$ cat config.mk
export PLATFORM = sky130hd
export DESIGN_NAME = isoci_regs
export DESIGN_NICKNAME = d
export VERILOG_FILES = /design/src/core/isoci_pkg.sv /design/src/core/isoci_regs.sv
export SDC_FILE = /design/constraint.sdc
export NUM_CORES = 1
export LEC_CHECK = 0
export BUFFER_PORTS_ARGS = -buffer_cell sky130_fd_sc_hd__buf_2
export CORE_ASPECT_RATIO = 0.6
export CORE_MARGIN = 5
export CORE_UTILIZATION = 45
export CTS_CLUSTER_SIZE = 16
export DETAILED_ROUTE_END_ITERATION = 16
export PLACE_DENSITY = 0.76
export SETUP_SLACK_MARGIN = 0.05
export SLEW_MARGIN = 15
export SYNTH_ARGS = -nofsm -noshare
export SYNTH_HDL_FRONTEND = slang
export SYNTH_SLANG_ARGS = --single-unit
$ cat constraint.sdc
create_clock -name pclk -period 2.06 [get_ports pclk]
set_input_delay 0.412 -clock pclk [delete_from_list [all_inputs] [get_ports pclk]]
set_output_delay 0.412 -clock pclk [all_outputs]
set_load 0.01 [all_outputs]
$ cat src/core/isoci_pkg.sv
// Package for the isochronous context interrupt registers.
// Assumes an APB slave port with 32-bit data and byte addresses.
package isoci_pkg;
    localparam int CTX_N = 8;
    localparam int ADDR_W = 8;
    // Byte offsets of the set and clear ports
    localparam logic [ADDR_W-1:0] TX_EV_SET_OFS = 8'h90;
    localparam logic [ADDR_W-1:0] TX_EV_CLR_OFS = 8'h94;
    localparam logic [ADDR_W-1:0] TX_EN_SET_OFS = 8'h98;
    localparam logic [ADDR_W-1:0] TX_EN_CLR_OFS = 8'h9C;
    localparam logic [ADDR_W-1:0] RX_EV_SET_OFS = 8'hA0;
    localparam logic [ADDR_W-1:0] RX_EV_CLR_OFS = 8'hA4;
    localparam logic [ADDR_W-1:0] RX_EN_SET_OFS = 8'hA8;
    localparam logic [ADDR_W-1:0] RX_EN_CLR_OFS = 8'hAC;
    // Values after reset
    localparam logic [CTX_N-1:0] EVENT_RST = 8'h00;
    localparam logic [CTX_N-1:0] ENABLE_RST = 8'h00;
    localparam logic [31:0] RDATA_RST = 32'h00000000;
    localparam logic [31-CTX_N:0] RSVD_ZERO = 24'h000000;

    typedef enum {
        ISOCI_NONE, ISOCI_TX_EV_SET, ISOCI_TX_EV_CLR, ISOCI_TX_EN_SET,
        ISOCI_TX_EN_CLR, ISOCI_RX_EV_SET, ISOCI_RX_EV_CLR, ISOCI_RX_EN_SET,
        ISOCI_RX_EN_CLR
    } isoci_reg_type;

    // Descriptor completion report from the contexts, one bit per context
    typedef struct packed {
        logic [CTX_N-1:0] done;
        logic [CTX_N-1:0] kind;
        logic [CTX_N-1:0] irq;
    } isoci_cmd_type;

    typedef struct packed {
        logic [CTX_N-1:0] tx_context_events;
        logic [CTX_N-1:0] tx_context_enables;
        logic [CTX_N-1:0] rx_context_events;
        logic [CTX_N-1:0] rx_context_enables;
        logic [CTX_N-1:0] tx_context_flags;
        logic [CTX_N-1:0] tx_flags_prev;
        logic [CTX_N-1:0] rx_context_flags;
        logic [CTX_N-1:0] rx_flags_prev;
        logic tx_summary_event;
        logic rx_summary_event;
        logic irq_request;
        logic [31:0] prdata;
    } isoci_state_type;
endpackage

$ cat src/core/isoci_regs.sv
// Per-context event and enable registers for eight transmit and eight
// receive isochronous contexts, with the two summary events.
// Assumes APB on pclk; context reports come from logic on pclk.
//
// Function
// - Transmit context pulses when its final-output command completes requesting interrupt.
// - Event bit sets on rising edge of context pulse or set-port write one.
// - Event bit clears only by writing one at the clear port.
// - Transmit event set port reads the raw transmit events.
// - Transmit event clear port reads transmit events AND transmit enables.
// - Both transmit enable ports read the transmit enables.
// - Transmit enable bit lets its event reach the interrupt, else blocks it.
// - Bits 31 to 8 of all these registers read zero.
// - Transmit event bit n marks context n behind summary bit 6.
// - Receive context pulses when any input command completes requesting interrupt.
// - Receive event bit n marks context n behind summary bit 7.
// - Receive enables AND receive events; only both-set bits interrupt.
// - Receive event set port reads the raw receive events.
// - Receive event clear port reads receive events AND receive enables.
// - Both receive enable ports read the receive enables.
// - Receive enable bit enables its event as source, else disables it.
// - Host mask bits 7 and 6 let the summaries raise the processor interrupt.
//
// Chosen here: the APB interface to the registers.
`timescale 1ns/100ps
module isoci_regs
    import isoci_pkg::*;
(
    // Clock and reset
    input wire logic pclk,
    input wire logic presetn,
    // APB slave
    input wire logic psel,
    input wire logic penable,
    input wire logic pwrite,
    input wire logic [ADDR_W-1:0] paddr,
    input wire logic [31:0] pwdata,
    input wire logic [3:0] pstrb,
    output logic [31:0] prdata,
    output logic pready,
    output logic pslverr,
    // Completion reports; kind is output-last for tx, input for rx
    input wire isoci_cmd_type tx_cmd,
    input wire isoci_cmd_type rx_cmd,
    // Host interrupt mask bits 6 and 7
    input wire logic host_mask_tx,
    input wire logic host_mask_rx,
    // Host event register sources
    output logic tx_summary_event,
    output logic rx_summary_event,
    output logic irq_request,
    output logic [CTX_N-1:0] tx_context_flags,
    output logic [CTX_N-1:0] rx_context_flags
);

    function automatic isoci_reg_type reg_decode(input logic [ADDR_W-1:0] a);
        unique case (a)
            TX_EV_SET_OFS: reg_decode = ISOCI_TX_EV_SET;
            TX_EV_CLR_OFS: reg_decode = ISOCI_TX_EV_CLR;
            TX_EN_SET_OFS: reg_decode = ISOCI_TX_EN_SET;
            TX_EN_CLR_OFS: reg_decode = ISOCI_TX_EN_CLR;
            RX_EV_SET_OFS: reg_decode = ISOCI_RX_EV_SET;
            RX_EV_CLR_OFS: reg_decode = ISOCI_RX_EV_CLR;
            RX_EN_SET_OFS: reg_decode = ISOCI_RX_EN_SET;
            RX_EN_CLR_OFS: reg_decode = ISOCI_RX_EN_CLR;
            default: reg_decode = ISOCI_NONE;
        endcase
    endfunction

    isoci_state_type s_q;
    isoci_state_type s_d;
    isoci_reg_type wsel;
    isoci_reg_type rsel;
    logic wr_acc;
    logic rd_setup;
    logic [CTX_N-1:0] wbits;
    logic [CTX_N-1:0] tx_req;
    logic [CTX_N-1:0] rx_req;
    logic [CTX_N-1:0] tx_rise;
    logic [CTX_N-1:0] rx_rise;
    logic [CTX_N-1:0] tx_masked;
    logic [CTX_N-1:0] rx_masked;
    logic [CTX_N-1:0] tx_clr;
    logic [CTX_N-1:0] rx_clr;

    // Registers answer at once; no wait states
    assign pready = 1'b1;
    assign wsel = reg_decode(paddr);
    assign rsel = wsel;
    assign pslverr = psel & penable & (wsel == ISOCI_NONE);
    assign wr_acc = psel & penable & pwrite;
    assign rd_setup = psel & ~penable & ~pwrite;
    // Only the low lane holds defined bits; other lanes are ignored
    assign wbits = pstrb[0] ? pwdata[CTX_N-1:0] : '0;

    assign tx_masked = s_q.tx_context_events & s_q.tx_context_enables;
    assign rx_masked = s_q.rx_context_events & s_q.rx_context_enables;
    assign tx_clr = (wr_acc && wsel == ISOCI_TX_EV_CLR) ? wbits : '0;
    assign rx_clr = (wr_acc && wsel == ISOCI_RX_EV_CLR) ? wbits : '0;

    // Per-context pulse forming, qualified by command kind and interrupt bits
    for (genvar i = 0; i < CTX_N; i++) begin : g_ctx
        assign tx_req[i] = tx_cmd.done[i] & tx_cmd.kind[i] & tx_cmd.irq[i];
        assign rx_req[i] = rx_cmd.done[i] & rx_cmd.kind[i] & rx_cmd.irq[i];
        assign tx_rise[i] = s_q.tx_context_flags[i] & ~s_q.tx_flags_prev[i];
        assign rx_rise[i] = s_q.rx_context_flags[i] & ~s_q.rx_flags_prev[i];
    end

    always_comb begin
        s_d = s_q;
        s_d.tx_context_flags = tx_req;
        s_d.rx_context_flags = rx_req;
        s_d.tx_flags_prev = s_q.tx_context_flags;
        s_d.rx_flags_prev = s_q.rx_context_flags;
        // Set beats clear so an edge during a clear write is kept
        s_d.tx_context_events = (s_q.tx_context_events & ~tx_clr) | tx_rise;
        s_d.rx_context_events = (s_q.rx_context_events & ~rx_clr) | rx_rise;
        if (wr_acc) begin
            unique case (wsel)
                ISOCI_TX_EV_SET: s_d.tx_context_events = s_d.tx_context_events | wbits;
                ISOCI_RX_EV_SET: s_d.rx_context_events = s_d.rx_context_events | wbits;
                ISOCI_TX_EN_SET: s_d.tx_context_enables = s_q.tx_context_enables | wbits;
                ISOCI_TX_EN_CLR: s_d.tx_context_enables = s_q.tx_context_enables & ~wbits;
                ISOCI_RX_EN_SET: s_d.rx_context_enables = s_q.rx_context_enables | wbits;
                ISOCI_RX_EN_CLR: s_d.rx_context_enables = s_q.rx_context_enables & ~wbits;
                default: ;
            endcase
        end
        // Summaries lag the event bits by one cycle, traded for a flop output
        s_d.tx_summary_event = |tx_masked;
        s_d.rx_summary_event = |rx_masked;
        s_d.irq_request = (s_d.tx_summary_event & host_mask_tx)
                        | (s_d.rx_summary_event & host_mask_rx);
        // Read data captured in setup so it stands through the access phase
        if (rd_setup) begin
            unique case (rsel)
                ISOCI_TX_EV_SET: s_d.prdata = {RSVD_ZERO, s_q.tx_context_events};
                ISOCI_TX_EV_CLR: s_d.prdata = {RSVD_ZERO, tx_masked};
                ISOCI_TX_EN_SET,
                ISOCI_TX_EN_CLR: s_d.prdata = {RSVD_ZERO, s_q.tx_context_enables};
                ISOCI_RX_EV_SET: s_d.prdata = {RSVD_ZERO, s_q.rx_context_events};
                ISOCI_RX_EV_CLR: s_d.prdata = {RSVD_ZERO, rx_masked};
                ISOCI_RX_EN_SET,
                ISOCI_RX_EN_CLR: s_d.prdata = {RSVD_ZERO, s_q.rx_context_enables};
                default: s_d.prdata = RDATA_RST;
            endcase
        end
    end

    always_ff @(posedge pclk or negedge presetn) begin
        if (!presetn) begin
            s_q <= '{
                tx_context_events: EVENT_RST, tx_context_enables: ENABLE_RST,
                rx_context_events: EVENT_RST, rx_context_enables: ENABLE_RST,
                tx_context_flags: EVENT_RST, tx_flags_prev: EVENT_RST,
                rx_context_flags: EVENT_RST, rx_flags_prev: EVENT_RST,
                tx_summary_event: 1'b0, rx_summary_event: 1'b0,
                irq_request: 1'b0, prdata: RDATA_RST};
        end else begin
            s_q <= s_d;
        end
    end

    assign prdata = s_q.prdata;
    assign tx_summary_event = s_q.tx_summary_event;
    assign rx_summary_event = s_q.rx_summary_event;
    assign irq_request = s_q.irq_request;
    assign tx_context_flags = s_q.tx_context_flags;
    assign rx_context_flags = s_q.rx_context_flags;
endmodule

==> metrics.cfg, run 1 <==
[status]
status = finished clean

[worst_setup_path]
crit_arrival_ns = 1.37
cp_cell_sequence = buf_2, and4bb_2, o21ai_0, and3_2, buf_2
max_stage_delay_ns = 0.42
worst_path_max_delay_cell = and4bb_2
path_delay_family = simple AND/OR/NAND/NOR gates
cp.depth = 5
path_common_cell = buf_2
r2r_cells = 3
critical_path_class = in -> out
crit_path_end_kind = output port
crit_buf_inv = 2
cp.required_ns = 1.65
startpoint_type = input pin
worstPathMaxFanout = 7

[sta]
worst_pin_slew_ns = 0.649
timing.final.crit_share_pct = 86.7
fin_tns_setup_ns = 0
maxSlewHeadroom_pct = 56.8
clock_skew_ns = 0.00998
finalSetupViolCount = 0
finalHoldViolations = 0
drv_slew = 0
layout_setup_ws_ns = 0.274
timing.fmax_mhz = 560
rsz0062_at_grt = false
min_period_ns = 1.79

[logic_synthesis]
ys_top_cells_by_count = 75 x dfrtp_1, 49 x buf_4, 32 x a21oi_1, 26 x nand2_1
ys.flop_type = dfrtp_1
synth_area_per_cell_um2 = 10.0
ys_ff_latch = 75
synth_cell_types = 31
synth.largest_area_cell = dfrtp_1
syn_area_um2 = 3660
synth_warnings = 0
async_flop_share_pct = 100
synth-edff-count = 0
yosysTopAreaCellShare_pct = 51.3
synth.most_common_cell = dfrtp_1
netlist_top_cells_area = dfrtp_1 51%, buf_4 10%, a21oi_1 4.4%
ys_seq_area_share_pct = 51.3
synth_cells = 365

[power_and_ir_drop]
finalPower_mw = 3.50
ir_drop_mv = 0.598
power.density_nw_per_um2 = 804
p_leak_nw = 2.16

[final_layout]
n_antenna_cell = 0
layout-drive-gt1-share_pct = 29.2
layout.nets = 533
syn_to_final_growth_pct = 18.8
post-route-util_pct = 55.1
fin_area_um2 = 4350
n_fill_cell = 711

[floorplanning]
die_area_um2 = 10100
die_x_um = 126
core_um2 = 7880
die_h_um = 79.8
row_count = 25
io_pins = 152
start_util_pct = 46.4

[route]
drtIter0Drc = 201
drt-total-wl_mm = 8.90
post_drt_wl_per_cell_um = 16.3
vias = 2915
via_per_inst = 5.33
drc = 0
drt-pass1-iter-count = 5
ant_nets = 0

[cts]
insertion_delay_ns = 0.34
hold_buffers = 0
cts_made_buffers = 9
post-cts-setup-buffers = 0
path_clk_slew_ns = 0.05
cts_sinks = 75
cts_root_buf = clkbuf_16
clk_path_buf_depth = 2
htreeDepth = 3
cts_resized = 0
cts_tree = done

[placed_design]
preCtsSetupSlack_ns = 0.0978
place.gp.congestion = 0.911
dp_hpwl_mm = 6.63
placed_area_um2 = 4020
io_buffer_count = 99

[min_path]
hp-class = in -> async

[global_route]
antenna_found_initial = 0
grt_pass1_vias = 2786
met1_usage_pct = 25.2
grt_busiest_layer = met2
grt_pass1_wl_mm = 14.3
grt.met3_usage_pct = 7.62
grt_util_met2_pct = 26.6
grt-ovfl-total = 0
globalRouteTotalUtil_pct = 18.5
grt_max_degree = 40

[flow_run]
cap_violations = 0

==> kinds of logic after synthesis <==
logic type	Yosys count	synth area share, %
flops	75	51.3
compound gates	82	16.2
buf+inv	92	14.9
simple gates	114	17.4
other cells	2	0.205
==> cells in the final DEF, fill, tap and decap left out, types with 2 or more instances in the layout <==
| master | n |
|---|---|
| buf_2 | 98 |
| dfrtp_1 | 75 |
| a21oi_1 | 32 |
| nand2_1 | 26 |
| conb_1 | 25 |
| inv_1 | 17 |
| nor3_1 | 17 |
| a221o_1 | 16 |
| and3_1 | 16 |
| nand2b_1 | 16 |
| nand3_1 | 16 |
| clkbuf_16 | 9 |
| buf_4 | 9 |
| a22oi_1 | 8 |
| a221oi_1 | 8 |
| a311oi_1 | 8 |
| a21o_1 | 8 |
| and2_1 | 5 |
| and2_0 | 5 |
| and4_1 | 3 |
| buf_12 | 3 |
| and4bb_2 | 2 |
| nand4_1 | 2 |
| and4b_1 | 2 |
| bufinv_16 | 2 |
| clkbuf_8 | 2 |
==> per-layer routing <==
layer  routed length [um]  share of wire (%)
met1                 3910                 44
met3                 1010                 11
met5                    0                  0
met4                  106                1.2
met2                 3870                 44
==> power by group <==
part | switching [mW] | internal (mW) | leakage (nW)
registers | 0.0244 | 1.52 | 0.945
clock network | 0.569 | 1.12 | 0.159
logic | 0.152 | 0.112 | 1.05
==> per-stage QoR <==
step / cells / hold WS [ns]
6_report: 547 / 0.0457
5_1_grt: 547 / 0.0789
4_1_cts: 547 / 0.0478
3_5_place_dp: 531 / 0.382
3_3_place_gp: 531 / 0.387
2_1_floorplan: 388 / 0.116
==> path summary, 6_finish.rpt <==
check	from	endpoint	slack [ns]
max	paddr[6]	pslverr	0.27
min in group pclk	tx_cmd[12]	tx_context_flags[4]$_DFF_PN0_	0.30
min	presetn	tx_summary_event$_DFF_PN0_	0.05
min reg2reg	rx_context_flags[6]$_DFF_PN0_	s_q[41]$_DFF_PN0_	0.39
max reg2reg	s_q[98]$_DFF_PN0_	irq_request$_DFF_PN0_	0.75
max in group asynchronous	presetn	s_q[95]$_DFF_PN0_	1.45
==> final cells by class <==
type	instances	area, um^2	share of cell area [%]
sequential	75	1880	43.2
multi-input combinational	221	1320	30.5
timing repair buffer	110	618	14.2
clock buffer	12	256	5.90
tap	108	135	3.11
clock inverter	4	72.6	1.67
inverter	17	63.8	1.47
Power figures use the tool's default switching activity.
==> run 2: changes to the inputs <==
- CORE_MARGIN: 5 -> 2
==> run 2 against run 1 <==
  * Total power shrank 4.6%
  * Sequential cell count unchanged
  * Clock skew is 0.0049 ns lower
  * Clock power down 9%
  * Maximum frequency decreased by 4.7%
  * Cell area shrank 0.69%
  * Final cell count is 0.73% higher
  * Core utilization decreased by 0.38 points
  * Highest routed layer unchanged
==> metrics.cfg, run 2 (same netlist as run 1, synthesis figures left out) <==
[placed_design]
dp_cells = 535  ; +0.75%
io_buffer_count = 99  ; unchanged
place.gp.congestion = 0.853  ; -6.3%
dp_hpwl_mm = 6.63  ; about the same

[floorplanning]
io_pins = 152  ; unchanged
die_h_um = 73.8  ; -7.5%
row_count = 25  ; unchanged
start_util_pct = 46.4  ; unchanged
die_x_um = 120  ; -4.7%
die_area_um2 = 8890  ; -12%
core_um2 = 7880  ; unchanged

[worst_setup_path]
cp.required_ns = 1.65  ; about the same
worst_path_max_delay_cell = and4bb_2
startpoint_type = input pin
crit_buf_inv = 2  ; unchanged
max_stage_delay_ns = 0.45  ; +0.03 ns
crit_path_end_kind = output port
cp_cell_sequence = buf_2, and4bb_2, o21ai_0, and3_2, buf_2
worstPathMaxFanout = 11  ; +4
path_common_cell = buf_2
crit_arrival_ns = 1.46  ; +0.09 ns
path_delay_family = simple AND/OR/NAND/NOR gates
critical_path_class = in -> out

[power_and_ir_drop]
p_leak_nw = 2.15  ; -0.14%
power.density_nw_per_um2 = 773  ; -3.9%
ir_drop_mv = 0.507  ; -15%
finalPower_mw = 3.34  ; -4.6%

[cts]
post-cts-setup-buffers = 0  ; unchanged
insertion_delay_ns = 0.34  ; about the same
cts_tree = done
hold_buffers = 0  ; unchanged
clk_path_buf_depth = 2  ; unchanged
cts_made_buffers = 9  ; unchanged
cts_sinks = 75  ; unchanged
htreeDepth = 3  ; unchanged
path_clk_slew_ns = 0.06  ; about the same
cts_resized = 0  ; unchanged
cts_root_buf = clkbuf_16

[min_path]
hp-class = in -> async

[sta]
fin_tns_setup_ns = 0  ; unchanged
finalHoldViolations = 0  ; unchanged
timing.fmax_mhz = 533  ; -4.7%
worst_pin_slew_ns = 0.671  ; +0.0224 ns
maxSlewHeadroom_pct = 55.3  ; -1.5 points
clock_skew_ns = 0.00507  ; -0.00490 ns
min_period_ns = 1.87  ; +0.0886 ns
drv_slew = 0  ; unchanged
rsz0062_at_grt = false
timing.final.crit_share_pct = 91.0  ; +4.3 points
finalSetupViolCount = 0  ; unchanged

[global_route]
antenna_found_initial = 0  ; unchanged
grt_max_degree = 37  ; -7.5%
grt_pass1_wl_mm = 14.3  ; about the same
grt-ovfl-total = 0  ; unchanged
globalRouteTotalUtil_pct = 22.0  ; +3.5 points
grt_pass1_vias = 2702  ; -3.0%

[route]
via_per_inst = 5.35  ; +0.40%
ant_nets = 0  ; unchanged
post_drt_wl_per_cell_um = 16.2  ; -0.16%
drt-total-wl_mm = 8.95  ; +0.57%
drt-pass1-iter-count = 5  ; unchanged
drc = 0  ; unchanged
drtIter0Drc = 217  ; +8.0%
vias = 2948  ; +1.1%

[final_layout]
n_fill_cell = 711  ; unchanged
fin_cells = 551  ; +0.73%
layout-drive-gt1-share_pct = 30.0  ; +0.87 points
final_cell_mix = 98 x buf_2, 75 x dfrtp_1, 32 x a21oi_1
post-route-util_pct = 54.8  ; -0.38 points
syn_to_final_growth_pct = 18.0
layout.nets = 537  ; +0.75%
n_antenna_cell = 0  ; unchanged
final_common_cell = buf_2

[status]
status = finished clean

[flow_run]
cap_violations = 0  ; unchanged

==> run 2: layer usage <==
metal / vias to the layer above / share of wire, % / GRT usage, %
li1: 1366 / - / -
met1: 1411 / 46 / 30.6
met2: 155 / 43 / 31.8
met3: 16 / 9.8 / 8.31
met4: 0 / 1.6 / 7.49
met5: - / 0 / 0
==> run 2: cell type report <==
class,count,area [um^2],share of cell area (%)
clock buffers,9,225,5.22
repair buffers,114,623,14.4
inverters,17,63.8,1.48
multi-input cells,221,1320,30.7
clock inverters,7,68.8,1.59
well taps,108,135,3.13
flip-flops and latches,75,1880,43.5
==> run 2: worst register-to-register path, cell delays in order, from the launching register on <==
cell and delay [ns]:
dfrtp_1 0.42, a22oi_1 0.26, nand4_1 0.24, a22o_1 0.29
==> run 2: through the flow <==
| step | area (um^2) | worst slack [ns] | hold slack, ns |
|---|---|---|---|
| global route | 4320 | 0.142 | 0.0455 |
| global placement | 4020 | 0.0638 | 0.388 |
| detailed placement | 4020 | 0.0579 | 0.385 |
| floorplan | 3740 | 0.165 | 0.116 |
| CTS | 4320 | 0.190 | 0.0301 |
| finish | 4320 | 0.185 | 0.0157 |
==> run 2: where the power goes <==
part           internal, mW  leakage, nW  switching, mW  total, mW
logic                 0.113         1.07          0.153      0.265
clock network         0.931        0.141          0.600       1.53
registers              1.52        0.945         0.0246       1.54
total                  2.56         2.15          0.778       3.34
==> run 2: worst paths after layout <==
check,start,slack [ns],endpoint,cells after the start
setup / recovery,paddr[6],0.19,pslverr,5
hold / removal,presetn,0.02,rx_summary_event$_DFF_PN0_,1
setup reg to reg,s_q[97]$_DFF_PN0_,0.75,irq_request$_DFF_PN0_,3
hold reg to reg,tx_context_flags[0]$_DFF_PN0_,0.40,s_q[51]$_DFF_PN0_,0
max in group asynchronous,presetn,1.52,asynchronous set/reset pin,2
min in group pclk,host_mask_rx,0.29,irq_request$_DFF_PN0_,2
==> run 3: changes to the inputs <==
- CTS_BUF_LIST: unset -> sky130_fd_sc_hd__clkbuf_2 sky130_fd_sc_hd__clkbuf_4 sky130_fd_sc_hd__clkbuf_8
==> run 3 against run 2 <==
  * Hold slack better by 0.26 ns
  * Die area stayed put
  * Count of clock-buffer cells in the layout stayed put
  * Critical path type unchanged
==> metrics.cfg, run 3 (same netlist as run 1, synthesis figures left out) <==
[status]
status = finished clean

[sta]
timing.fmax_mhz = 536  ; +0.44%
layout_setup_ws_ns = 0.194  ; +0.00829 ns
timing.final.crit_share_pct = 90.6  ; -0.40 points
rsz0062_at_grt = false
min_period_ns = 1.87  ; -0.00829 ns
worst_pin_slew_ns = 0.664  ; -0.00729 ns
maxSlewHeadroom_pct = 55.7  ; +0.49 points
clock_skew_ns = 0.00402  ; -0.00105 ns
drv_slew = 0  ; unchanged
finalSetupViolCount = 0  ; unchanged
hold_ws_ns = 0.280  ; +0.264 ns
finalHoldViolations = 0  ; unchanged
fin_tns_setup_ns = 0  ; unchanged

[placed_design]
io_buffer_count = 99  ; unchanged
dp_hpwl_mm = 6.63  ; unchanged
dp_cells = 535  ; unchanged
place.gp.congestion = 0.853  ; unchanged
preCtsSetupSlack_ns = 0.0579  ; unchanged

[route]
ant_nets = 0  ; unchanged
route.met3.wl_um = 844  ; -4.1%
top_layer = met4
drt-total-wl_mm = 8.87  ; -0.84%
drtIter0Drc = 196  ; -9.7%
drc = 0  ; unchanged
wl_met2_mm = 3.80  ; -1.2%
wl_met1_mm = 4.11  ; +0.93%
via_per_inst = 5.25  ; -1.8%
post_drt_wl_per_cell_um = 16.1  ; -1.0%
drt-pass1-iter-count = 5  ; unchanged
vias = 2900  ; -1.6%

[final_layout]
fin_cells = 552  ; +0.18%
final_cell_mix = 98 x buf_2, 75 x dfrtp_1, 32 x a21oi_1
syn_to_final_growth_pct = 15.5
layout.nets = 538  ; +0.19%
final_common_cell = buf_2
n_antenna_cell = 0  ; unchanged
layout-drive-gt1-share_pct = 30.0  ; -0.068 points

[floorplanning]
die_x_um = 120  ; unchanged
die_h_um = 73.8  ; unchanged
io_pins = 152  ; unchanged
die_area_um2 = 8890  ; unchanged
core_um2 = 7880  ; unchanged
row_count = 25  ; unchanged
start_util_pct = 46.4  ; unchanged

[worst_setup_path]
r2r-end = irq_request$_DFF_PN0_
r2r_setup_slack_ns = 0.77  ; +0.02 ns
regToRegStartpoint = s_q[98]$_DFF_PN0_
worstPathMaxFanout = 11  ; unchanged
cp_cell_sequence = buf_2, and4bb_2, o21ai_0, and3_2, buf_2
path_common_cell = buf_2
startpoint_type = input pin
r2r_cells = 3  ; unchanged
max_stage_delay_ns = 0.44  ; about the same
cp.required_ns = 1.65  ; about the same
worst_path_max_delay_cell = and4bb_2
crit_path_end_kind = output port
critical_path_class = in -> out
crit_arrival_ns = 1.45  ; about the same

[power_and_ir_drop]
ir_drop_mv = 0.487  ; -4.1%
power.density_nw_per_um2 = 685  ; -11%
p_leak_nw = 2.11  ; -2.0%

[cts]
cts_tree = done
cts_sinks = 75  ; unchanged
post-cts-setup-buffers = 0  ; unchanged
cts_root_buf = clkbuf_8
path_clk_slew_ns = 0.08  ; +0.02 ns
cts_made_buffers = 9  ; unchanged
clk_path_buf_depth = 2  ; unchanged
insertion_delay_ns = 0.35  ; about the same
htreeDepth = 3  ; unchanged

[min_path]
min-delay-start = tx_cmd[15]
holdPathEnd = tx_context_flags[7]$_DFF_PN0_
hold_depth = 2
hp-class = in -> reg

[global_route]
grt_pass1_vias = 2701  ; -0.037%
grt-ovfl-total = 0  ; unchanged
globalRouteTotalUtil_pct = 21.9  ; -0.17 points
grt_pass1_wl_mm = 14.2  ; -0.72%
grt_max_degree = 37  ; unchanged
antenna_found_initial = 0  ; unchanged

[flow_run]
cap_violations = 0  ; unchanged

==> run 3: worst max-delay path by stage <==
stage                  start               endpoint  slack, ns  cells after the start
finish              paddr[6]                pslverr       0.19                      5
global route        paddr[5]                pslverr       0.14                      5
global placement     penable  prdata[4]$_DFFE_PN0P_       0.06                      5
detailed placement   penable  prdata[4]$_DFFE_PN0P_       0.06                      5
CTS                 paddr[6]                pslverr       0.19                      5
floorplan           paddr[6]                pslverr       0.16                      5
==> run 3: worst max-delay path, delay by kind of cell <==
kind	cells	cell delay, ns
buffers and inverters	2	0.23
and+or+nand+nor	2	0.67
AOI/OAI and AO/OA	1	0.14
==> run 3: what timing repair did <==
item                                   CTS  global route
gates resized for setup                  0             0
endpoints found under the hold margin   13             0
hold buffers                             1             0
==> run 3: final cells by class <==
| type | instances | area (um^2) |
|---|---|---|
| well taps | 108 | 135 |
| clock inverters | 7 | 68.8 |
| fillers | 725 | 3660 |
| flip-flops and latches | 75 | 1880 |
| inverters | 17 | 63.8 |
| multi-input cells | 221 | 1320 |
| repair buffers | 115 | 633 |
| clock buffers | 9 | 124 |
==> run 3: report_power, final <==
group	switching, mW	total, mW	internal [mW]
Clock	0.539	1.09	0.554
Combinational	0.152	0.266	0.114
Sequential	0.0248	1.54	1.51
Total	0.716	2.90	2.18
==> run 3: per-stage QoR <==
stage	total power, mW	utilization (%)	cell area [um^2]
6_report	2.90	53.6	4230
5_1_grt	3.05	53.6	4230
4_1_cts	2.94	53.6	4230
3_5_place_dp	1.83	51.0	4020
3_3_place_gp	1.82	51.0	4020
2_1_floorplan	1.74	-	3740
==> run 3: per-layer routing <==
| metal | vias to the layer above | global-route usage [%] |
|---|---|---|
| met5 | - | 0 |
| met4 | 0 | 7.11 |
| met3 | 11 | 8.70 |
| met2 | 139 | 31.2 |
| met1 | 1380 | 30.5 |
| li1 | 1370 | - |
